[src/inc/vsm_pkg.sv]
// ****************************************************************
// vertical sweep / multiplier / sensor gate constants
// ****************************************************************
package vsm_pkg;
  // geometry
  localparam int NUM_OUT = 24; // vertical outputs
  localparam int NUM_REG = 9; // regions per field
  localparam int NUM_TOG = 4; // toggles per output
  localparam int POS_W = 13; // toggle, length, repeat, line width
  localparam int ADDR_W = 12; // byte address width
  // register byte offsets
  localparam logic [11:0] OFS_SG_SEL = 12'h01c; // sensor_gate_output_select
  localparam logic [11:0] OFS_PAT_SEL = 12'h020; // gate_pattern_select
  localparam logic [11:0] OFS_MASK = 12'h024; // gate_field_mask
  localparam logic [11:0] OFS_LINE1 = 12'h028; // gate_active_line_first
  localparam logic [11:0] OFS_LINE2 = 12'h02c; // gate_active_line_second
  localparam logic [11:0] OFS_MODE = 12'h030; // region_mode_field, 2 bits/region
  localparam logic [11:0] OFS_LEN = 12'h034; // pattern_length_factor
  localparam logic [11:0] OFS_REP = 12'h038; // sequence_repeat_count
  localparam logic [11:0] OFS_POL = 12'h03c; // pattern_start_polarity
  localparam logic [11:0] OFS_STAT = 12'h040; // status, read only
  localparam logic [11:0] OFS_TOG = 12'h100; // toggle table, word k = out*4+tog
  localparam logic [11:0] OFS_TOG_END = 12'h280; // first byte past the table
  // field positions
  localparam int MODE_SWEEP_BIT = 0; // region mode bit: sweep
  localparam int MODE_MULT_BIT = 1; // region mode bit: multiplier
  localparam int STAT_RUN_BIT = 31; // status: train running
  localparam int STAT_MODE_LSB = 24; // status: current region mode
  localparam int STAT_IDX_LSB = 16; // status: current region index
  // reset values
  localparam logic [23:0] RST_SG_SEL = 24'h000000; // all vertical transfer
  localparam logic [23:0] RST_MASK = 24'hffffff; // every gate masked
  localparam logic [12:0] RST_LINE = 13'h1fff; // active line off the field
  localparam logic [12:0] RST_LEN = 13'h0001; // one pixel per pulse
  localparam logic [12:0] RST_REP = 13'h0000; // no train
  // framing from the field/region sequencer, all on mclk
  typedef struct packed {
    logic line_sync; // one-cycle pulse at each line boundary
    logic field_sync; // one-cycle pulse at field start
    logic region_start; // one-cycle pulse at each region change line
    logic [3:0] region_idx; // region entered on region_start
  } vsm_frame_t;
endpackage

[src/hdl/vsm_engine.sv]
// Strobed register access was left to the implementer.
`timescale 1ns/10ps
// Summary of operation
// - sweep ignores line boundaries until region ends
// - region sweep bit high enables sweep
// - no sweep: train cut at line end
// - pulse from polarity, toggles, repeated count times
// - next region restarts normal sequence operation
// - multiplier toggle at value times length
// - multiplier keeps polarity and toggle usage
// - multiplier toggles step by pattern length
// - region multiplier bit high enables multiplier
// - one polarity, four 13-bit toggles per output
// - length field is the multiplication factor
// - multiplied toggles may cross line boundaries
// - any of 24 outputs may be gate
// - gate select register sits at 0x1c
// - gate uses polarity and two toggles
// - pattern select picks toggle pair per output
// - two active lines choose gate lines
// - gate active line references substrate clocking
// - per-field mask enables individual gate pulses
// - mask one suppresses, zero drives gate
// - mode: 0 off,1 sweep,2 mult,3 both
// - select zero first pair, one second
module vsm_engine #(
  parameter int NOUT = vsm_pkg::NUM_OUT
) (
  input wire logic mclk,
  input wire logic sys_rst,
  input wire vsm_pkg::vsm_frame_t frame,
  input wire logic [11:0] reg_addr,
  input wire logic [31:0] reg_wdata,
  input wire logic reg_wr,
  input wire logic reg_rd,
  output logic [31:0] reg_rdata,
  output logic [23:0] vertical_transfer_output,
  output logic [23:0] sensor_gate_pulse,
  output logic substrate_ref
);
  // ****************************************************************
  // registers
  // ****************************************************************
  logic [23:0] sg_sel_r; // sensor_gate_output_select
  logic [23:0] pat_sel_r; // gate_pattern_select
  logic [23:0] mask_r; // gate_field_mask
  logic [12:0] line1_r; // gate_active_line_first
  logic [12:0] line2_r; // gate_active_line_second
  logic [17:0] mode_r; // region_mode_field, two bits per region
  logic [12:0] len_r; // pattern_length_factor
  logic [12:0] rep_cnt_r; // sequence_repeat_count (zero: no train)
  logic [23:0] pol_r; // pattern_start_polarity
  logic [12:0] tog_r [96]; // toggle table, out*4+tog
  logic [31:0] rdata_r; // read data, one cycle after strobe
  // engine state
  logic [3:0] idx_r; // current region
  logic [12:0] unit_r; // pixels inside one multiplier step
  logic [12:0] tc_r; // toggle compare counter
  logic [12:0] rep_r; // repetitions completed
  logic run_r; // train running
  logic [12:0] line_r; // line within field
  logic [23:0] xv_r; // vertical transfer outputs
  logic [23:0] sg_r; // sensor gate outputs
  logic sub_r; // substrate reference pulse
  // ****************************************************************
  // helpers
  // ****************************************************************
  // level after passing toggles a and b from a start polarity
  function automatic logic pair_lvl(input logic pol, input logic [12:0] tc,
    input logic [12:0] ta, input logic [12:0] tb);
    pair_lvl = pol ^ (tc >= ta) ^ (tc >= tb);
  endfunction

  // toggle table word index from byte address
  function automatic logic [6:0] tog_idx(input logic [11:0] a);
    logic [11:0] d;
    d = a - vsm_pkg::OFS_TOG;
    tog_idx = d[8:2];
  endfunction

  logic [1:0] mode; // mode of current region
  logic sweep; // sweep in current region
  logic mult; // multiplier in current region
  logic [12:0] last; // last count of one pulse or step
  logic restart; // region entry or line cut
  logic act_line; // gate active on this line
  logic [4:0] mpos; // bit position of region mode

  always_comb
  begin
    mpos = 5'({idx_r, 1'b0});
    mode = (idx_r < 4'(vsm_pkg::NUM_REG)) ? mode_r[mpos +: 2] : 2'h0;
    sweep = mode[vsm_pkg::MODE_SWEEP_BIT];
    mult = mode[vsm_pkg::MODE_MULT_BIT];
    // zero length behaves as one so the counter still moves
    last = (len_r == 13'h0000) ? 13'h0000 : len_r - 13'h0001;
    // sweep lets the train, multiplied or not, ride over line ends
    restart = frame.region_start | (frame.line_sync & ~sweep);
    act_line = (line_r == line1_r) || (line_r == line2_r);
  end

  // ****************************************************************
  // register write port
  // ****************************************************************
  // writes land immediately; changing a pattern mid-train glitches it
  always_ff @(posedge mclk)
  begin
    if (sys_rst)
    begin
      sg_sel_r <= vsm_pkg::RST_SG_SEL;
      pat_sel_r <= 24'h000000;
      mask_r <= vsm_pkg::RST_MASK;
      line1_r <= vsm_pkg::RST_LINE;
      line2_r <= vsm_pkg::RST_LINE;
      mode_r <= 18'h00000;
      len_r <= vsm_pkg::RST_LEN;
      rep_cnt_r <= vsm_pkg::RST_REP;
      pol_r <= 24'h000000;
    end
    else if (reg_wr)
    begin
      if (reg_addr == vsm_pkg::OFS_SG_SEL)
        sg_sel_r <= reg_wdata[23:0];
      else if (reg_addr == vsm_pkg::OFS_PAT_SEL)
        pat_sel_r <= reg_wdata[23:0];
      else if (reg_addr == vsm_pkg::OFS_MASK)
        mask_r <= reg_wdata[23:0];
      else if (reg_addr == vsm_pkg::OFS_LINE1)
        line1_r <= reg_wdata[12:0];
      else if (reg_addr == vsm_pkg::OFS_LINE2)
        line2_r <= reg_wdata[12:0];
      else if (reg_addr == vsm_pkg::OFS_MODE)
        mode_r <= reg_wdata[17:0];
      else if (reg_addr == vsm_pkg::OFS_LEN)
        len_r <= reg_wdata[12:0];
      else if (reg_addr == vsm_pkg::OFS_REP)
        rep_cnt_r <= reg_wdata[12:0];
      else if (reg_addr == vsm_pkg::OFS_POL)
        pol_r <= reg_wdata[23:0];
    end
  end

  // toggle table, no reset: software loads it before use
  always_ff @(posedge mclk)
  begin
    if (reg_wr && reg_addr >= vsm_pkg::OFS_TOG && reg_addr < vsm_pkg::OFS_TOG_END)
      tog_r[tog_idx(reg_addr)] <= reg_wdata[12:0];
  end

  // ****************************************************************
  // register read port
  // ****************************************************************
  // data stands only in the cycle after the strobe; unmapped reads 0
  always_ff @(posedge mclk)
  begin
    if (sys_rst || !reg_rd)
      rdata_r <= 32'h00000000;
    else if (reg_addr == vsm_pkg::OFS_SG_SEL)
      rdata_r <= {8'h00, sg_sel_r};
    else if (reg_addr == vsm_pkg::OFS_PAT_SEL)
      rdata_r <= {8'h00, pat_sel_r};
    else if (reg_addr == vsm_pkg::OFS_MASK)
      rdata_r <= {8'h00, mask_r};
    else if (reg_addr == vsm_pkg::OFS_LINE1)
      rdata_r <= {19'h00000, line1_r};
    else if (reg_addr == vsm_pkg::OFS_LINE2)
      rdata_r <= {19'h00000, line2_r};
    else if (reg_addr == vsm_pkg::OFS_MODE)
      rdata_r <= {14'h0000, mode_r};
    else if (reg_addr == vsm_pkg::OFS_LEN)
      rdata_r <= {19'h00000, len_r};
    else if (reg_addr == vsm_pkg::OFS_REP)
      rdata_r <= {19'h00000, rep_cnt_r};
    else if (reg_addr == vsm_pkg::OFS_POL)
      rdata_r <= {8'h00, pol_r};
    else if (reg_addr == vsm_pkg::OFS_STAT)
      // running flag, region mode, region index, repetitions done
      rdata_r <= {run_r, 5'h00, mode, 4'h0, idx_r, 3'h0, rep_r};
    else if (reg_addr >= vsm_pkg::OFS_TOG && reg_addr < vsm_pkg::OFS_TOG_END)
      rdata_r <= {19'h00000, tog_r[tog_idx(reg_addr)]};
    else
      rdata_r <= 32'h00000000;
  end

  // ****************************************************************
  // region tracking
  // ****************************************************************
  // index latched on entry; a finished sweep hands over here
  always_ff @(posedge mclk)
  begin
    if (sys_rst)
      idx_r <= 4'h0;
    else if (frame.region_start)
      idx_r <= frame.region_idx;
  end

  // ****************************************************************
  // pulse train counters
  // ****************************************************************
  // normal: tc counts pixels, one pulse per length, repeated count times
  // multiplier: tc steps once per length pixels and ends at the count
  always_ff @(posedge mclk)
  begin
    if (sys_rst)
    begin
      unit_r <= 13'h0000;
      tc_r <= 13'h0000;
      rep_r <= 13'h0000;
      run_r <= 1'b0;
    end
    else if (restart)
    begin
      // region entry, or line cut when not sweeping
      unit_r <= 13'h0000;
      tc_r <= 13'h0000;
      rep_r <= 13'h0000;
      run_r <= (rep_cnt_r != 13'h0000);
    end
    else if (run_r && mult)
    begin
      if (unit_r == last)
      begin
        unit_r <= 13'h0000;
        // the count is the highest toggle, so the train ends there
        if (tc_r == rep_cnt_r)
          run_r <= 1'b0;
        else
          tc_r <= tc_r + 13'h0001;
      end
      else
        unit_r <= unit_r + 13'h0001;
    end
    else if (run_r)
    begin
      if (tc_r == last)
      begin
        // one pulse done, start the next repetition
        tc_r <= 13'h0000;
        rep_r <= rep_r + 13'h0001;
        if (rep_r + 13'h0001 == rep_cnt_r)
          run_r <= 1'b0;
      end
      else
        tc_r <= tc_r + 13'h0001;
    end
  end

  // ****************************************************************
  // field line counter and substrate reference
  // ****************************************************************
  always_ff @(posedge mclk)
  begin
    if (sys_rst)
      line_r <= 13'h0000;
    else if (frame.field_sync)
      line_r <= 13'h0000;
    else if (frame.line_sync)
      line_r <= line_r + 13'h0001;
  end

  // one-cycle mark as the first gate line begins
  always_ff @(posedge mclk)
  begin
    if (sys_rst)
      sub_r <= 1'b0;
    else if (frame.field_sync)
      sub_r <= (line1_r == 13'h0000);
    else
      sub_r <= frame.line_sync && (line_r + 13'h0001 == line1_r);
  end

  // ****************************************************************
  // output shaping
  // ****************************************************************
  // every output compared in parallel; idle outputs rest at polarity
  always_ff @(posedge mclk)
  begin
    if (sys_rst)
    begin
      xv_r <= 24'h000000;
      sg_r <= 24'h000000;
    end
    else
    begin
      for (int i = 0; i < NOUT; i++)
      begin
        if (!sg_sel_r[i])
        begin
          // transfer pulse: all four toggles, same in both modes
          xv_r[i] <= run_r ? pair_lvl(pair_lvl(pol_r[i], tc_r, tog_r[4*i], tog_r[4*i+1]),
            tc_r, tog_r[4*i+2], tog_r[4*i+3]) : pol_r[i];
          sg_r[i] <= 1'b0;
        end
        else
        begin
          xv_r[i] <= 1'b0;
          if (run_r && act_line && !mask_r[i])
            sg_r[i] <= pat_sel_r[i]
              ? pair_lvl(pol_r[i], tc_r, tog_r[4*i+2], tog_r[4*i+3])
              : pair_lvl(pol_r[i], tc_r, tog_r[4*i], tog_r[4*i+1]);
          else
            sg_r[i] <= pol_r[i];
        end
      end
    end
  end

  assign reg_rdata = rdata_r;
  assign vertical_transfer_output = xv_r;
  assign sensor_gate_pulse = sg_r;
  assign substrate_ref = sub_r;

  // ****************************************************************
  // checks
  // ****************************************************************
  // read data falls back to zero outside its one-cycle slot
  a_read_one_cycle: assert property (@(posedge mclk) disable iff (sys_rst)
    !$past(reg_rd) |-> rdata_r == 32'h00000000) else $error("read data outside slot");

  // a sweeping train keeps counting straight through a line boundary
  a_sweep_crosses_line: assert property (@(posedge mclk) disable iff (sys_rst)
    run_r && sweep && !mult && frame.line_sync && !frame.region_start && tc_r != last
    |=> tc_r == $past(tc_r) + 13'h0001) else $error("sweep train cut at line");

  // without sweep the line boundary clears both counters
  a_line_cut: assert property (@(posedge mclk) disable iff (sys_rst)
    frame.line_sync && !sweep |=> tc_r == 13'h0000 && unit_r == 13'h0000)
    else $error("train not cut at line end");

  // region entry starts over and latches the new index
  a_region_restart: assert property (@(posedge mclk) disable iff (sys_rst)
    frame.region_start |=> tc_r == 13'h0000 && rep_r == 13'h0000 && idx_r == $past(frame.region_idx))
    else $error("region entry did not restart");

  // inside one multiplier step the compare counter stays put
  a_mult_step_hold: assert property (@(posedge mclk) disable iff (sys_rst)
    run_r && mult && unit_r != last && !restart |=> tc_r == $past(tc_r))
    else $error("multiplier counter moved early");

  // last repetition stops the normal train
  a_repeat_done: assert property (@(posedge mclk) disable iff (sys_rst)
    run_r && !mult && !restart && tc_r == last && rep_r + 13'h0001 == rep_cnt_r |=> !run_r)
    else $error("train ran past repeat count");

  // masked gate outputs rest at their start polarity
  a_mask_gate: assert property (@(posedge mclk) disable iff (sys_rst)
    1'b1 |=> (sg_r & $past(mask_r & sg_sel_r)) == $past(pol_r & mask_r & sg_sel_r))
    else $error("masked gate was driven");

  // stopped train leaves transfer outputs at polarity, gates of others low
  a_idle_polarity: assert property (@(posedge mclk) disable iff (sys_rst)
    !run_r |=> xv_r == $past(pol_r & ~sg_sel_r) && (sg_r & ~$past(sg_sel_r)) == 24'h000000)
    else $error("idle outputs off polarity");

  // the multiplier train ends once the step reaches the repeat count
  a_mult_train_end: assert property (@(posedge mclk) disable iff (sys_rst)
    run_r && mult && !restart && unit_r == last && tc_r == rep_cnt_r |=> !run_r)
    else $error("multiplier train ran past count");

  // a gate output never shows up on the transfer side
  a_gate_no_xfer: assert property (@(posedge mclk) disable iff (sys_rst)
    1'b1 |=> (xv_r & $past(sg_sel_r)) == 24'h000000)
    else $error("gate output drove transfer pin");

  // off the active lines every gate output rests at polarity
  a_gate_line_only: assert property (@(posedge mclk) disable iff (sys_rst)
    !act_line |=> ((sg_r ^ $past(pol_r)) & $past(sg_sel_r)) == 24'h000000)
    else $error("gate pulse off active line");

  // the boundary into the first active line marks substrate start
  a_sub_mark: assert property (@(posedge mclk) disable iff (sys_rst)
    frame.line_sync && !frame.field_sync && line_r + 13'h0001 == line1_r |=> sub_r)
    else $error("substrate mark missing");
endmodule

[config.mk]
export PLATFORM = sky130hd
export DESIGN_NAME = vsm_engine
export DESIGN_NICKNAME = d
export VERILOG_FILES = /design/src/inc/vsm_pkg.sv /design/src/hdl/vsm_engine.sv
export SDC_FILE = /design/constraint.sdc
export NUM_CORES = 2
export LEC_CHECK = 0
export BUFFER_PORTS_ARGS = -buffer_cell sky130_fd_sc_hd__buf_2
export CORE_ASPECT_RATIO = 2
export CORE_MARGIN = 2
export CORE_UTILIZATION = 35
export DETAILED_ROUTE_END_ITERATION = 12
export SLEW_MARGIN = 20
export SYNTH_ARGS = -nofsm -noshare
export SYNTH_HDL_FRONTEND = slang
export SYNTH_SLANG_ARGS = --single-unit
[constraint.sdc]
create_clock -name mclk -period 5.6 [get_ports mclk]
set_input_delay 1.68 -clock mclk [delete_from_list [all_inputs] [get_ports mclk]]
set_output_delay 1.68 -clock mclk [all_outputs]
set_load 0.005 [all_outputs]
==> reports/metrics.cfg <==
[run_status]
status=finished, final reports clean

[critical_path]
crit_fanout=23
startpoint_type=primary input
cp-end-kind=flip-flop
reg2reg_from=len_r[0]
cp.arrival_ns=5.64
crit_path_start=reg_addr[2]
crit_required_ns=6.30
worstSetupPathType=in -> reg

[synth]
synthesis.area_um2=98200
async_reset_ff_frac=0
synth_cell_type_count=88
syn_inst=8465
ys_seq_area_frac=0.467
avgSynthCellArea_um2=11.6
yosysWarningCount=0
ys_seq_elements=1627
synth_edf_count=1328
ys.flop_type=edfxtp_1

[global_route]
grt_pass1_vias=69877
grt_antenna_before_repair=17
grt_max_degree=106
grt_pass1_wl_mm=484
grt_usage=0.232
overflow=0

[min_path]
hp-start=mode_r[15]
min_path_type=reg -> reg

[die]
start_util=0.351
core_area_um2=280000
fp-row-count=275
fp.dieW_um=379
die_h_um=753
io_pins=136
dieArea_um2=285000

[timing]
tightest_slew_ns=1.05
hold_viol=0
fmax_mhz=202
fin_tns_setup_ns=0
finClkSkew_ns=0.0735
period_needed_ns=4.94
rsz0062_at_grt=false
setup_viol=0
fin_crit_sh=0.882
max_slew_margin=0.296
maxSlewViolCount=0
whs_ns=0.479

[placement]
hpwl_mm=240
place_congestion=1.00
portBuffers=122

[clock_network]
cts_sinks=1627
insertion_delay_ns=0.87
cts_made_buffers=171
cts_hold_buf=0
ctsResizeCount=0
cts-htree-levels=4
cts_setup_buffers=0
root_buffer=clkbuf_16
cts_tree=yes
cts.path.max_buffers=4
path_clk_slew_ns=0.07

[route]
drt-vias-per-instance=5.69
route.detailed.wl_per_inst_um=26.5
initialDrtViolationCount=7999
wirelength_mm=338
route.detailed.drc=0
firstDrtPassIters=8
ant_nets=0
via_count=72659

[job]
cap_violations=0

[pwr]
powerDensity_nw_per_um2=234
leakage_nw=46.9
power_mw=26.0
ir_drop_uv=255

[finish]
num-nets-final=10212
most-common-layout-cells=edfxtp_1, ha_1, inv_1, nand2_1, a21oi_1
area_growth_pct=13.2
layout_commonest_cell=edfxtp_1
drive_gt1_frac=0.133

==> logic make-up after synthesis <==
logic type,Yosys count,share of synthesized area
AND/OR/NAND/NOR,1826,0.0928
flip-flops,1627,0.467
XOR/XNOR,192,0.0175
AO/OA/AOI/OAI,1569,0.105
adder cells (fa/ha/maj),1253,0.160
other,1,0.0000382
buffers and inverters,1496,0.0587
multiplexers,501,0.0994
==> routing by layer <==
metal,vias to the layer above,track usage,wire [um]
met3,634,0.0392,29500
met5,-,0,40
li1,32253,-,-
met4,6,0.106,17800
met1,36422,0.317,140000
met2,3344,0.359,151000
==> final timing paths <==
kind	to	depth (start not counted)	slack [ns]
setup reg to reg	tc_r[11]	11	0.83
setup / recovery	reg_rdata[3]	12	0.66
hold reg to reg	mode_r[15]	2	0.48
hold / removal	mode_r[15]	2	0.48
==> synthesized netlist by cell type (166+ instances only) <==
cell type,instances,share of area
dfxtp_1,299,0.061
nor2_1,379,0.014
ha_1,1253,0.16
clkbuf_1,178,0.0068
o21ai_0,277,0.014
nand2_1,489,0.019
nand4_1,194,0.012
a21oi_1,446,0.023
mux4_2,377,0.086
edfxtp_1,1328,0.41
nor2b_1,166,0.011
inv_1,1216,0.046
==> power breakdown <==
group	switching, mW	internal, mW
Combinational	0.920	0.445
Clock	5.04	6.50
Sequential	0.0225	13.1
==> cell type report <==
cell class | instances | area (um2)
diodes | 7 | 17.5
clock buffers | 208 | 4530
clock inverters | 86 | 890
fillers | 26513 | 169000
inverters | 1217 | 4570
multi-input cells | 5426 | 47000
flip-flops and latches | 1627 | 45900
well taps | 3739 | 4680
repair buffers | 461 | 3590
==> through the flow <==
stage,instance area (um2),cells,utilization,setup slack (ns)
floorplan,98600,8549,-,0.615
global placement,106000,12470,0.378,-0.125
detailed placement,106000,12470,0.378,-0.0791
CTS,111000,12764,0.397,0.779
global route,111000,12765,0.397,0.591
finish,111000,12771,0.398,0.660
==> state kept, by name, summed over array words and instances (netlist names), 13 cells and up <==
name,cells
tog_r,1328
pol_r,24
mode_r,18
pat_sel_r,24
line2_r,13
sensor_gate_pulse,24
sg_sel_r,24
mask_r,24
reg_rdata,27
unit_r,13
line1_r,13
rep_cnt_r,13
len_r,13
vertical_transfer_output,24
tc_r,13
rep_r,13
line_r,13
==> worst max-delay path, stage by stage <==
cell and delay [ns]:
buf_8 0.27, buf_12 0.26, buf_4 0.45, mux4_2 0.59, mux2i_1 0.49, o22ai_1 0.19
nor3_1 0.83, buf_4 0.24, nor2_1 0.05, a211o_1 0.31, o211ai_1 0.09, a21oi_1 0.09
Power figures use the tool's default switching activity.
